**src/hdl/vtinv_pkg.sv**
```systemverilog
// Package for the tagged translation invalidate block
package vtinv_pkg;
  localparam int unsigned TYPE_W = 64;
  localparam logic [63:0] TYPE_INDIV = 64'h0;
  localparam logic [63:0] TYPE_SINGLE = 64'h1;
  localparam logic [63:0] TYPE_ALL = 64'h2;
  localparam logic [63:0] TYPE_KEEP_GLB = 64'h3;
  localparam int unsigned TAG_LSB = 0;
  localparam int unsigned TAG_W = 16;
  localparam int unsigned RSVD_LSB = 16;
  localparam int unsigned RSVD_W = 48;
  localparam int unsigned LADDR_LSB = 64;
  localparam int unsigned LADDR_W = 64;
  localparam int unsigned VADDR_W = 48;
  localparam int unsigned CTLS2_TAG_BIT = 37;
  localparam int unsigned CTLS2_NEST_BIT = 33;
  localparam int unsigned CAP_TAGINV_BIT = 32;
  localparam int unsigned CAP_NESTINV_BIT = 20;
  localparam logic [4:0] ERR_INVALID_OPERAND = 5'h1c;
  localparam logic [15:0] FAULT_CODE_ZERO = 16'h0000;
  localparam int unsigned FAULT_W = 3;
  typedef enum logic [2:0] {
    VTINV_FLT_NONE = 3'h0,
    VTINV_FLT_UD = 3'h1,
    VTINV_FLT_GP = 3'h2,
    VTINV_FLT_SS = 3'h3,
    VTINV_FLT_PF = 3'h4
  } vtinv_fault_type;
  typedef enum logic [1:0] {
    VTINV_ST_IDLE = 2'h0,
    VTINV_ST_FETCH = 2'h1,
    VTINV_ST_INVAL = 2'h2
  } vtinv_state_type;
endpackage

```
**src/hdl/vtinv_chk_if.sv**
```systemverilog
// Interface between the sequencer and the descriptor checker
`timescale 1ns/10ps
`default_nettype none
interface vtinv_chk_if;
  logic [127:0] desc;
  logic [1:0] kind;
  logic fail;
  modport checker_side (input desc, input kind, output fail);
  modport seq_side (output desc, output kind, input fail);
endinterface
`default_nettype wire

```
**src/hdl/vtinv_desc_chk.sv**
```systemverilog
// Descriptor checks for the tagged invalidate
`timescale 1ns/10ps
`default_nettype none
module vtinv_desc_chk (
  vtinv_chk_if.checker_side chk
);
  import vtinv_pkg::*;
  logic rsvd_bad;
  logic tag_zero;
  logic non_canon;
  always_comb begin
    rsvd_bad = |chk.desc[RSVD_LSB +: RSVD_W];
    tag_zero = (chk.desc[TAG_LSB +: TAG_W] == 16'h0000);
    // Canonical means bits 63:47 all equal
    non_canon = !((&chk.desc[LADDR_LSB + VADDR_W - 1 +: 17]) || ~(|chk.desc[LADDR_LSB + VADDR_W - 1 +: 17]));
    chk.fail = rsvd_bad
      || (tag_zero && (chk.kind != 2'h2))
      || (non_canon && (chk.kind == 2'h0));
  end
endmodule
`default_nettype wire

```
**src/hdl/vtinv_top.sv**
```systemverilog
// Tagged translation invalidate execution and checking
// What this block does
// Type 0 invalidates the descriptor address under the descriptor tag.
// Type 1 invalidates every mapping with the descriptor tag.
// Type 2 invalidates all mappings with nonzero tags.
// Type 3 invalidates the tag's mappings except global ones.
// Unsupported type reports invalid operand, no invalidation.
// Descriptor is 128 bits: tag low 16, address upper half.
// Nonzero descriptor bits 63:16 report invalid operand.
// Zero tag fails for types 0, 1 and 3.
// Type 0 with non-canonical address reports invalid operand.
// Invalidation ignores nested pointer and process tag values.
// Type operand is 32 bits outside long mode, 64 in 64-bit mode.
// Undefined opcode in v86, outside virtualization, or protection off.
// Undefined opcode in compatibility mode.
// Guest operation exits to the monitor after opcode checks.
// Root operation with privilege above zero gives protection fault 0.
// Page fault on descriptor fetch is raised with its code.
// Stack limit or unusable stack gives stack fault; else protection.
// 64-bit non-canonical address: protection or stack fault by segment.
// Nested invalidate needs capability bits 33 and 20 else undefined.
// Success clears flags; fail sets carry, or zero and error number.
// Tagged invalidate needs capability bits 37 and 32 else undefined.
// Per-type support vector is consulted before descriptor fetch.
`timescale 1ns/10ps
`default_nettype none
module vtinv_top (
  input wire logic clock,
  input wire logic rst_b,
  input wire logic issue_valid,
  input wire logic issue_is_nested,
  input wire logic [63:0] type_operand,
  input wire logic vmx_on,
  input wire logic guest_mode,
  input wire logic protection_enable_flag,
  input wire logic v86_mode_flag,
  input wire logic long_mode_active_flag,
  input wire logic cs_long,
  input wire logic [1:0] current_privilege_level,
  input wire logic [63:0] secondary_ctl_capabilities,
  input wire logic [63:0] translation_inval_capabilities,
  input wire logic [3:0] type_supported,
  input wire logic current_struct_valid,
  output logic fetch_req,
  input wire logic fetch_done,
  input wire logic [127:0] fetch_data,
  input wire logic fetch_pf,
  input wire logic [15:0] fetch_pf_code,
  input wire logic fetch_limit_ss,
  input wire logic fetch_limit_other,
  output logic inval_valid,
  output logic [1:0] inval_kind,
  output logic [15:0] inval_tag,
  output logic [63:0] inval_addr,
  input wire logic inval_ack,
  output logic done,
  output logic vm_exit,
  output vtinv_pkg::vtinv_fault_type fault,
  output logic [15:0] fault_code,
  output logic [5:0] flags_out,
  output logic err_write,
  output logic [4:0] err_number
);
  import vtinv_pkg::*;
  vtinv_state_type state_q, state_d;
  logic [1:0] kind_q, kind_d;
  logic [127:0] desc_q, desc_d;
  logic done_q, done_d;
  logic vm_exit_q, vm_exit_d;
  vtinv_fault_type fault_q, fault_d;
  logic [15:0] fcode_q, fcode_d;
  logic [5:0] flags_q, flags_d;
  logic err_wr_q, err_wr_d;
  logic [4:0] err_q, err_d;
  logic [63:0] eff_type;
  logic type_ok;
  logic ud_hit;
  logic cap_miss;
  logic desc_fail;
  vtinv_chk_if chk_bus ();
  vtinv_desc_chk u_chk (
    .chk(chk_bus.checker_side)
  );
  assign chk_bus.desc = fetch_data;
  assign chk_bus.kind = kind_q;
  assign desc_fail = chk_bus.fail;
  // Flag order: {of, sf, zf, af, pf, cf}
  always_comb begin
    // Upper half ignored unless in 64-bit mode
    eff_type = (long_mode_active_flag && cs_long) ? type_operand : {32'h0, type_operand[31:0]};
    type_ok = (eff_type[63:2] == 62'h0) && type_supported[eff_type[1:0]];
    cap_miss = issue_is_nested
      ? !(secondary_ctl_capabilities[CTLS2_NEST_BIT] && translation_inval_capabilities[CAP_NESTINV_BIT])
      : !(secondary_ctl_capabilities[CTLS2_TAG_BIT] && translation_inval_capabilities[CAP_TAGINV_BIT]);
    ud_hit = !vmx_on || !protection_enable_flag || v86_mode_flag
      || (long_mode_active_flag && !cs_long)
      || cap_miss;
  end
  always_comb begin
    state_d = state_q;
    kind_d = kind_q;
    desc_d = desc_q;
    done_d = 1'b0;
    vm_exit_d = 1'b0;
    fault_d = VTINV_FLT_NONE;
    fcode_d = FAULT_CODE_ZERO;
    flags_d = flags_q;
    err_wr_d = 1'b0;
    err_d = err_q;
    case (state_q)
      VTINV_ST_IDLE: begin
        if (issue_valid) begin
          kind_d = eff_type[1:0];
          if (ud_hit) begin
            done_d = 1'b1;
            fault_d = VTINV_FLT_UD;
          end else if (guest_mode) begin
            done_d = 1'b1;
            vm_exit_d = 1'b1;
          end else if (current_privilege_level != 2'h0) begin
            done_d = 1'b1;
            fault_d = VTINV_FLT_GP;
          end else if (issue_is_nested || !type_ok) begin
            // Nested main operation lives elsewhere; only its traps are here
            done_d = 1'b1;
            if (!type_ok) begin
              flags_d = current_struct_valid ? 6'h08 : 6'h01;
              err_wr_d = current_struct_valid;
              err_d = ERR_INVALID_OPERAND;
            end
          end else begin
            state_d = VTINV_ST_FETCH;
          end
        end
      end
      VTINV_ST_FETCH: begin
        if (fetch_done) begin
          desc_d = fetch_data;
          if (fetch_limit_ss) begin
            state_d = VTINV_ST_IDLE;
            done_d = 1'b1;
            fault_d = VTINV_FLT_SS;
          end else if (fetch_limit_other) begin
            state_d = VTINV_ST_IDLE;
            done_d = 1'b1;
            fault_d = VTINV_FLT_GP;
          end else if (fetch_pf) begin
            state_d = VTINV_ST_IDLE;
            done_d = 1'b1;
            fault_d = VTINV_FLT_PF;
            fcode_d = fetch_pf_code;
          end else if (desc_fail) begin
            state_d = VTINV_ST_IDLE;
            done_d = 1'b1;
            flags_d = current_struct_valid ? 6'h08 : 6'h01;
            err_wr_d = current_struct_valid;
            err_d = ERR_INVALID_OPERAND;
          end else begin
            state_d = VTINV_ST_INVAL;
          end
        end
      end
      VTINV_ST_INVAL: begin
        // Cache arrays match on tag, plus address for type 0, never on nested pointer or context tag
        if (inval_ack) begin
          state_d = VTINV_ST_IDLE;
          done_d = 1'b1;
          flags_d = 6'h00;
        end
      end
      default: begin
        state_d = VTINV_ST_IDLE;
      end
    endcase
  end
  always_ff @(posedge clock or negedge rst_b) begin
    if (!rst_b) begin
      state_q <= VTINV_ST_IDLE;
      kind_q <= 2'h0;
      desc_q <= 128'h0;
      done_q <= 1'b0;
      vm_exit_q <= 1'b0;
      fault_q <= VTINV_FLT_NONE;
      fcode_q <= 16'h0;
      flags_q <= 6'h0;
      err_wr_q <= 1'b0;
      err_q <= 5'h0;
    end else begin
      state_q <= state_d;
      kind_q <= kind_d;
      desc_q <= desc_d;
      done_q <= done_d;
      vm_exit_q <= vm_exit_d;
      fault_q <= fault_d;
      fcode_q <= fcode_d;
      flags_q <= flags_d;
      err_wr_q <= err_wr_d;
      err_q <= err_d;
    end
  end
  assign fetch_req = (state_q == VTINV_ST_FETCH);
  assign inval_valid = (state_q == VTINV_ST_INVAL);
  assign inval_kind = kind_q;
  assign inval_tag = desc_q[TAG_LSB +: TAG_W];
  assign inval_addr = desc_q[LADDR_LSB +: LADDR_W];
  assign done = done_q;
  assign vm_exit = vm_exit_q;
  assign fault = fault_q;
  assign fault_code = fcode_q;
  assign flags_out = flags_q;
  assign err_write = err_wr_q;
  assign err_number = err_q;
endmodule
`default_nettype wire

```
**config.mk**
```make
export PLATFORM = sky130hd
export DESIGN_NAME = vtinv_top
export DESIGN_NICKNAME = d
export VERILOG_FILES = /design/src/hdl/vtinv_pkg.sv /design/src/hdl/vtinv_chk_if.sv /design/src/hdl/vtinv_desc_chk.sv /design/src/hdl/vtinv_top.sv
export SDC_FILE = /design/constraint.sdc
export NUM_CORES = 1
export LEC_CHECK = 0
export ABC_AREA = 1
export BUFFER_PORTS_ARGS = -buffer_cell sky130_fd_sc_hd__buf_2
export CORE_AREA = 10 10 176 178
export CTS_CLUSTER_DIAMETER = 80
export DETAILED_ROUTE_END_ITERATION = 10
export DIE_AREA = 0 0 186 188
export GPL_TIMING_DRIVEN = 0
export PLACE_DENSITY = 0.54
export SLEW_MARGIN = 25
export SYNTH_ARGS = -nofsm -noshare
export SYNTH_HDL_FRONTEND = slang
export SYNTH_SLANG_ARGS = --single-unit
```
**constraint.sdc**
```tcl
create_clock -name clock -period 2.7 [get_ports clock]
set_clock_uncertainty 0.2 [all_clocks]
set_input_delay 0.405 -clock clock [delete_from_list [all_inputs] [get_ports clock]]
set_output_delay 0.405 -clock clock [all_outputs]
set_load 0.03 [all_outputs]
```
Yosys cells after proc, flatten, opt, wreduce, memory -nomap -nowiden:

Index checks and enable logic that the tools add are counted.
Widths: inputs -> output; s select.

* flip-flop bits (word level): 165
* input bits: 358
* output and inout port bits: 117
* word-level logic and storage cells: 149

* order comparisons: 1
* eq/ne operators: 16
* multiplexer cells: 84
* bitwise logic cells: 1
* reduce and logical (&&, ||, !) cells: 37

Operator list (number)
* $mux 16: 5
* $mux 6: 12
* $mux 64: 1
* $logic_not 62->1: 1
* $mux 5: 11
* $reduce_or 48->1: 1
* $mux 2: 15
* $mux 1: 28
* $ne 2x2->1 const B: 11
* $pmux 6 s3: 1
* $reduce_and 17->1: 1
* $reduce_or 17->1: 1
* $logic_not 16->1: 1
* $reduce_and 13->1: 1
* $mux 3: 4
* $reduce_and 12->1: 1
* $pmux 5 s2: 1
* $logic_or 1x1->1: 8
* $logic_and 1x1->1: 7
* $logic_not 1->1: 7
* $reduce_and 7->1: 1
* $ne 2x1->1 const B: 3
* $pmux 2 s3: 1
* $pmux 3 s2: 1
* other kinds (12): 15

Logic depth before layout (Yosys ltp):

* word-level depth: 13
* gate-level depth with buffers: 12
* mapped depth without buffers: 12

Modules after synthesis:

From an unflattened synthesis, not the netlist that was laid out.

* cell total of the unflattened synthesis: 676
* area total of the unflattened synthesis: 5012.3 µm²

Modules (own cells, without submodules)
* vtinv_top: instances 1, cells each 573, area each 4596.9 µm², seq. area each 2727.6 µm²
* vtinv_desc_chk: instances 1, cells each 103, area each 415.4 µm², seq. area each 0.0 µm²

Worst setup path after synthesis:

No wires, ideal clock.

* kind: input -> register
* start: input fetch_limit_other
* end: register flags_q[0] (netlist: flags_out[0])
* setup time: 0.118 ns
* data arrival time: 1.379 ns
* required time: 2.382 ns
* slack: 1.003 ns
* stages on the path: 9
* buffers on the path: 0
* path through: or2_2 > nor2_1 > inv_1 > a21oi_1 > o21ai_0 > nor2_1 > nand3_1 > nand2_1 > nand2_1

* cells in the longest elaborated chain, start to end: 2

Ends and longest elaborated chain
* from (decl): RTL line vtinv_top.sv:50 `input wire logic fetch_limit_other,`
* $ne 2x2->1 (no source line)
* $reduce_and 13->1 (no source line)
* to (signal assigned): RTL line vtinv_top.sv:196 `flags_q <= flags_d;`
* to (decl): RTL line vtinv_top.sv:72 `logic [5:0] flags_q, flags_d;`

No other way between the ends.
A chain may end at the register's enable or synchronous reset.

Final worst setup path:

* start: register state_q[0]
* end: register desc_q[10]

* cells in the longest elaborated chain, start to end: 2

Ends and longest elaborated chain
* from (decl): RTL line vtinv_top.sv:65 `vtinv_state_type state_q, state_d;`
* from (signal assigned): RTL line vtinv_top.sv:189 `state_q <= state_d;`
* $eq 2x1->1: RTL line vtinv_top.sv:110 `case (state_q)`
* $reduce_and 2->1 (no source line)
* to (signal assigned): RTL line vtinv_top.sv:191 `desc_q <= desc_d;`
* to (decl): RTL line vtinv_top.sv:67 `logic [127:0] desc_q, desc_d;`

No other way between the ends.

==> run_results.csv <==
group,metric,value,unit
sta,min_period,2020,ps
sta,slew_headroom,59.7,%
sta,worst_slew_pin_slew,605,ps
finish,area_growth,50.3,%
critical_path,worstPathArrival,2080,ps
yosys,ys_ff_latch,109,
sta,tns,0,ps
routing,ant_nets,0,
sta,fin_crit_sh,74.7,%
yosys,yosys.area_share.simple,35.2,%
placed_design,gp_congestion,0.857,
critical_path,reg2reg_from,"state_q[0]$_DFFE_PN0P_",
floorplan,top_level_ports,475,
power,pwr_density_cell,544,mW/mm^2
sta,rsz0062_at_grt,"no",
critical_path,ff2ff_path_depth,7,
yosys,synth_area_leaders,"dfrtp_1 54%, nand2_1 22%, nor2_1 9.1%, inv_1 3.9%, o21ai_0 2.2%",
yosys,async_flop_share,100,%
job,maxCapViolCount,0,
floorplan,initial_core_util,18.3,%
critical_path,r2r-end,"desc_q[10]$_DFFE_PN0P_",
routing,vias,5360,
clock_network,numCtsBuffers,9,
sta,fmax,496,MHz
global_route,grtUsageTotal,11.7,%
yosys,synth_top_area_share,54.1,%
clock_network,clk_pin_slew_worst_paths,80,ps
min_path,min-delay-start,"fetch_data[68]",
yosys,synth_flop_cell,"dfrtp_1",
clock_network,clock-sinks,109,
yosys,synth_top_family_by_area,"simple AND/OR/NAND/NOR gates",
critical_path,critical_path_class,"reg -> reg",
global_route,grt_max_degree,59,
min_path,hold_path_end,"desc_q[68]$_DFFE_PN0P_",
yosys,yosysTopAreaCell,"dfrtp_1",
floorplan,die_h,188,um
routing,dr.pass1.iters,5,
power,leakagePower,0.00448,uW
yosys,mappedNetlistArea,0.00504,sq mm
global_route,grt_first_pass_wirelength,31400,um
clock_network,h-tree-depth,3,
yosys,yosys_warnings,0,
yosys,synth_cell_type_count,23,
critical_path,worst-path-max-fanout,10,
sta,slew_violations,0,
yosys,synthAdderAreaFrac,0,%
placed_design,dp_hpwl,17900,um
floorplan,die-area,0.0350,sq mm
finish,fin_nets,1389,
critical_path,cp-end-kind,"register",
sta,finalHoldViolCount,0,
global_route,grt_pass1_vias,5676,
yosys,synth.most_common_cell,"nand2_1",
routing,drtIter0Drc,218,
clock_network,clock_path_buffers,2,
min_path,hp-class,"in -> reg",
yosys,synth_edf_count,0,
placed_design,port_buffers,344,
clock_network,cts-resized-gates,0,
power,ir_drop,325,uV
floorplan,die_width,186,um
yosys,yosysSeqAreaShare,54.1,%
routing,routed_via_density,3.88,
yosys,syn_inst,669,
finish,final_core_util,27.6,%
yosys,muxShareOfSynthArea,0,%
yosys,synth_xor_area_share,0,%
critical_path,r2r_setup_slack,680,ps
routing,wl_per_cell,15.4,um
clock_network,clkLatencyLatePin,350,ps
yosys,synth_compound_area_share,3.10,%
yosys,avgSynthCellArea,7.53,sq um
finish,layout-drive-gt1-share,38.1,%
floorplan,core_area,0.0275,sq mm
global_route,antenna_found_initial,0,
global_route,grt_overflow,0,
yosys,ys_top_cells_by_count,"292 x nand2_1, 122 x nor2_1, 109 x dfrtp_1",
critical_path,cp-start-kind,"register",
outcome,status,"completed",
routing,drc_errors,0,
floorplan,rows,61,
sta,finalSetupViolCount,0,
routing,wirelength,21200,um
min_path,min_path_cells,3,
clock_network,cts_root_buffer,"clkbuf_16",
critical_path,worstPathRequired,2760,ps
clock_network,cts_tree,"yes",
layer usage:
| layer | vias to the layer above | wire length [um] | GRT usage (%) |
|---|---|---|---|
| met4 | 0 | 272 | 3.41 |
| met2 | 233 | 10700 | 20.7 |
| met5 | - | 0 | 0 |
| met1 | 2381 | 8600 | 13.3 |
| met3 | 14 | 1690 | 3.05 |
| li1 | 2732 | - | - |
cells in the final DEF, fill, tap and decap left out:
cell type / Yosys / layout
dlygate4sd3_1: 0 / 1
inv_8: 0 / 1
or2_1: 2 / 2
nor2_4: 3 / 3
nand2_1: 292 / 292
dfrtp_1: 109 / 109
nand3b_1: 3 / 3
or2_2: 2 / 2
nand4_1: 8 / 8
clkinvlp_4: 0 / 1
o21ai_1: 2 / 2
buf_6: 3 / 4
clkinv_8: 0 / 1
nand3_1: 14 / 14
nor3_1: 2 / 2
o32ai_1: 1 / 1
inv_1: 52 / 52
o211ai_1: 3 / 3
conb_1: 1 / 6
buf_4: 8 / 8
a21oi_1: 1 / 1
clkbuf_16: 0 / 9
diode_2: 0 / 1
nor2_1: 122 / 122
clkinv_4: 0 / 1
inv_6: 0 / 2
buf_16: 0 / 1
o21ai_0: 22 / 22
nand3_2: 1 / 1
bufinv_16: 0 / 1
inv_2: 3 / 3
buf_2: 14 / 357
clkbuf_1: 1 / 1
timing repair:
action                    in CTS  in global routing
hold endpoints to repair      51                  0
hold buffers                   1                  0
buffers inserted               0                  0
how the worst max path moves through the flow:
stage | from | endpoint | slack [ps] | depth (start not counted)
after floorplan | fetch_limit_other | flags_out[0]$_DFFE_PN0P_ | 1000 | 9
after global placement | rst_b | inval_kind[0]$_DFFE_PN0P_ | -430 | 1
after detailed placement | state_q[0]$_DFFE_PN0P_ | desc_q[112]$_DFFE_PN0P_ | 600 | 7
after CTS | state_q[0]$_DFFE_PN0P_ | desc_q[10]$_DFFE_PN0P_ | 570 | 7
after global routing | state_q[0]$_DFFE_PN0P_ | desc_q[13]$_DFFE_PN0P_ | 450 | 7
final | state_q[0]$_DFFE_PN0P_ | desc_q[10]$_DFFE_PN0P_ | 680 | 7
metrics by stage:
step           worst slack [ps]  instance area [sq um]  power [uW]  hold WS [ps]  std cells
6_report                    683                   7570        4120          44.3       1383
3_3_place_gp               -427                   7210        2720           247       1364
3_5_place_dp                598                   7240        2740           198       1365
5_1_grt                     451                   7570        4350          28.8       1382
4_1_cts                     574                   7570        4200          19.1       1382
2_1_floorplan              1000                   5060        2300         -90.6        674
logic make-up (layout without fill, tap and decap cells):
family / Yosys count / count (layout)
buffers and inverters: 81 / 443
DFF: 109 / 109
and+or+nand+nor: 449 / 449
AOI/OAI and AO/OA: 29 / 29
other: 1 / 7
worst max-delay path, stage by stage (launching register included):
cell and delay, ps:
dfrtp_1 400, inv_2 70, nor2_4 160, inv_2 60, nor2_4 350, inv_2 110
clkbuf_1 310, o21ai_0 240
state kept, by name, indices dropped and copies added (netlist names):
register	cells
desc_q	80
fault_code	16
fault	3
flags_out	2
inval_kind	2
state_q	2
done	1
err_number	1
err_write	1
vm_exit	1
report_power, final:
group          internal, uW  switching (uW)
registers              1760            65.1
logic                   301             565
clock network           745             683
total                  2800            1310
area by class of cell:
| type | instances | area, sq um |
|---|---|---|
| antenna | 1 | 2.50 |
| buffer | 26 | 168 |
| clock buffer | 9 | 225 |
| clock inverter | 7 | 91.3 |
| fill | 3044 | 19900 |
| inverter | 55 | 206 |
| multi-input combinational | 484 | 1950 |
| sequential | 109 | 2730 |
| tap | 346 | 433 |
| timing repair buffer | 346 | 1770 |
Power figures use the tool's default switching activity.
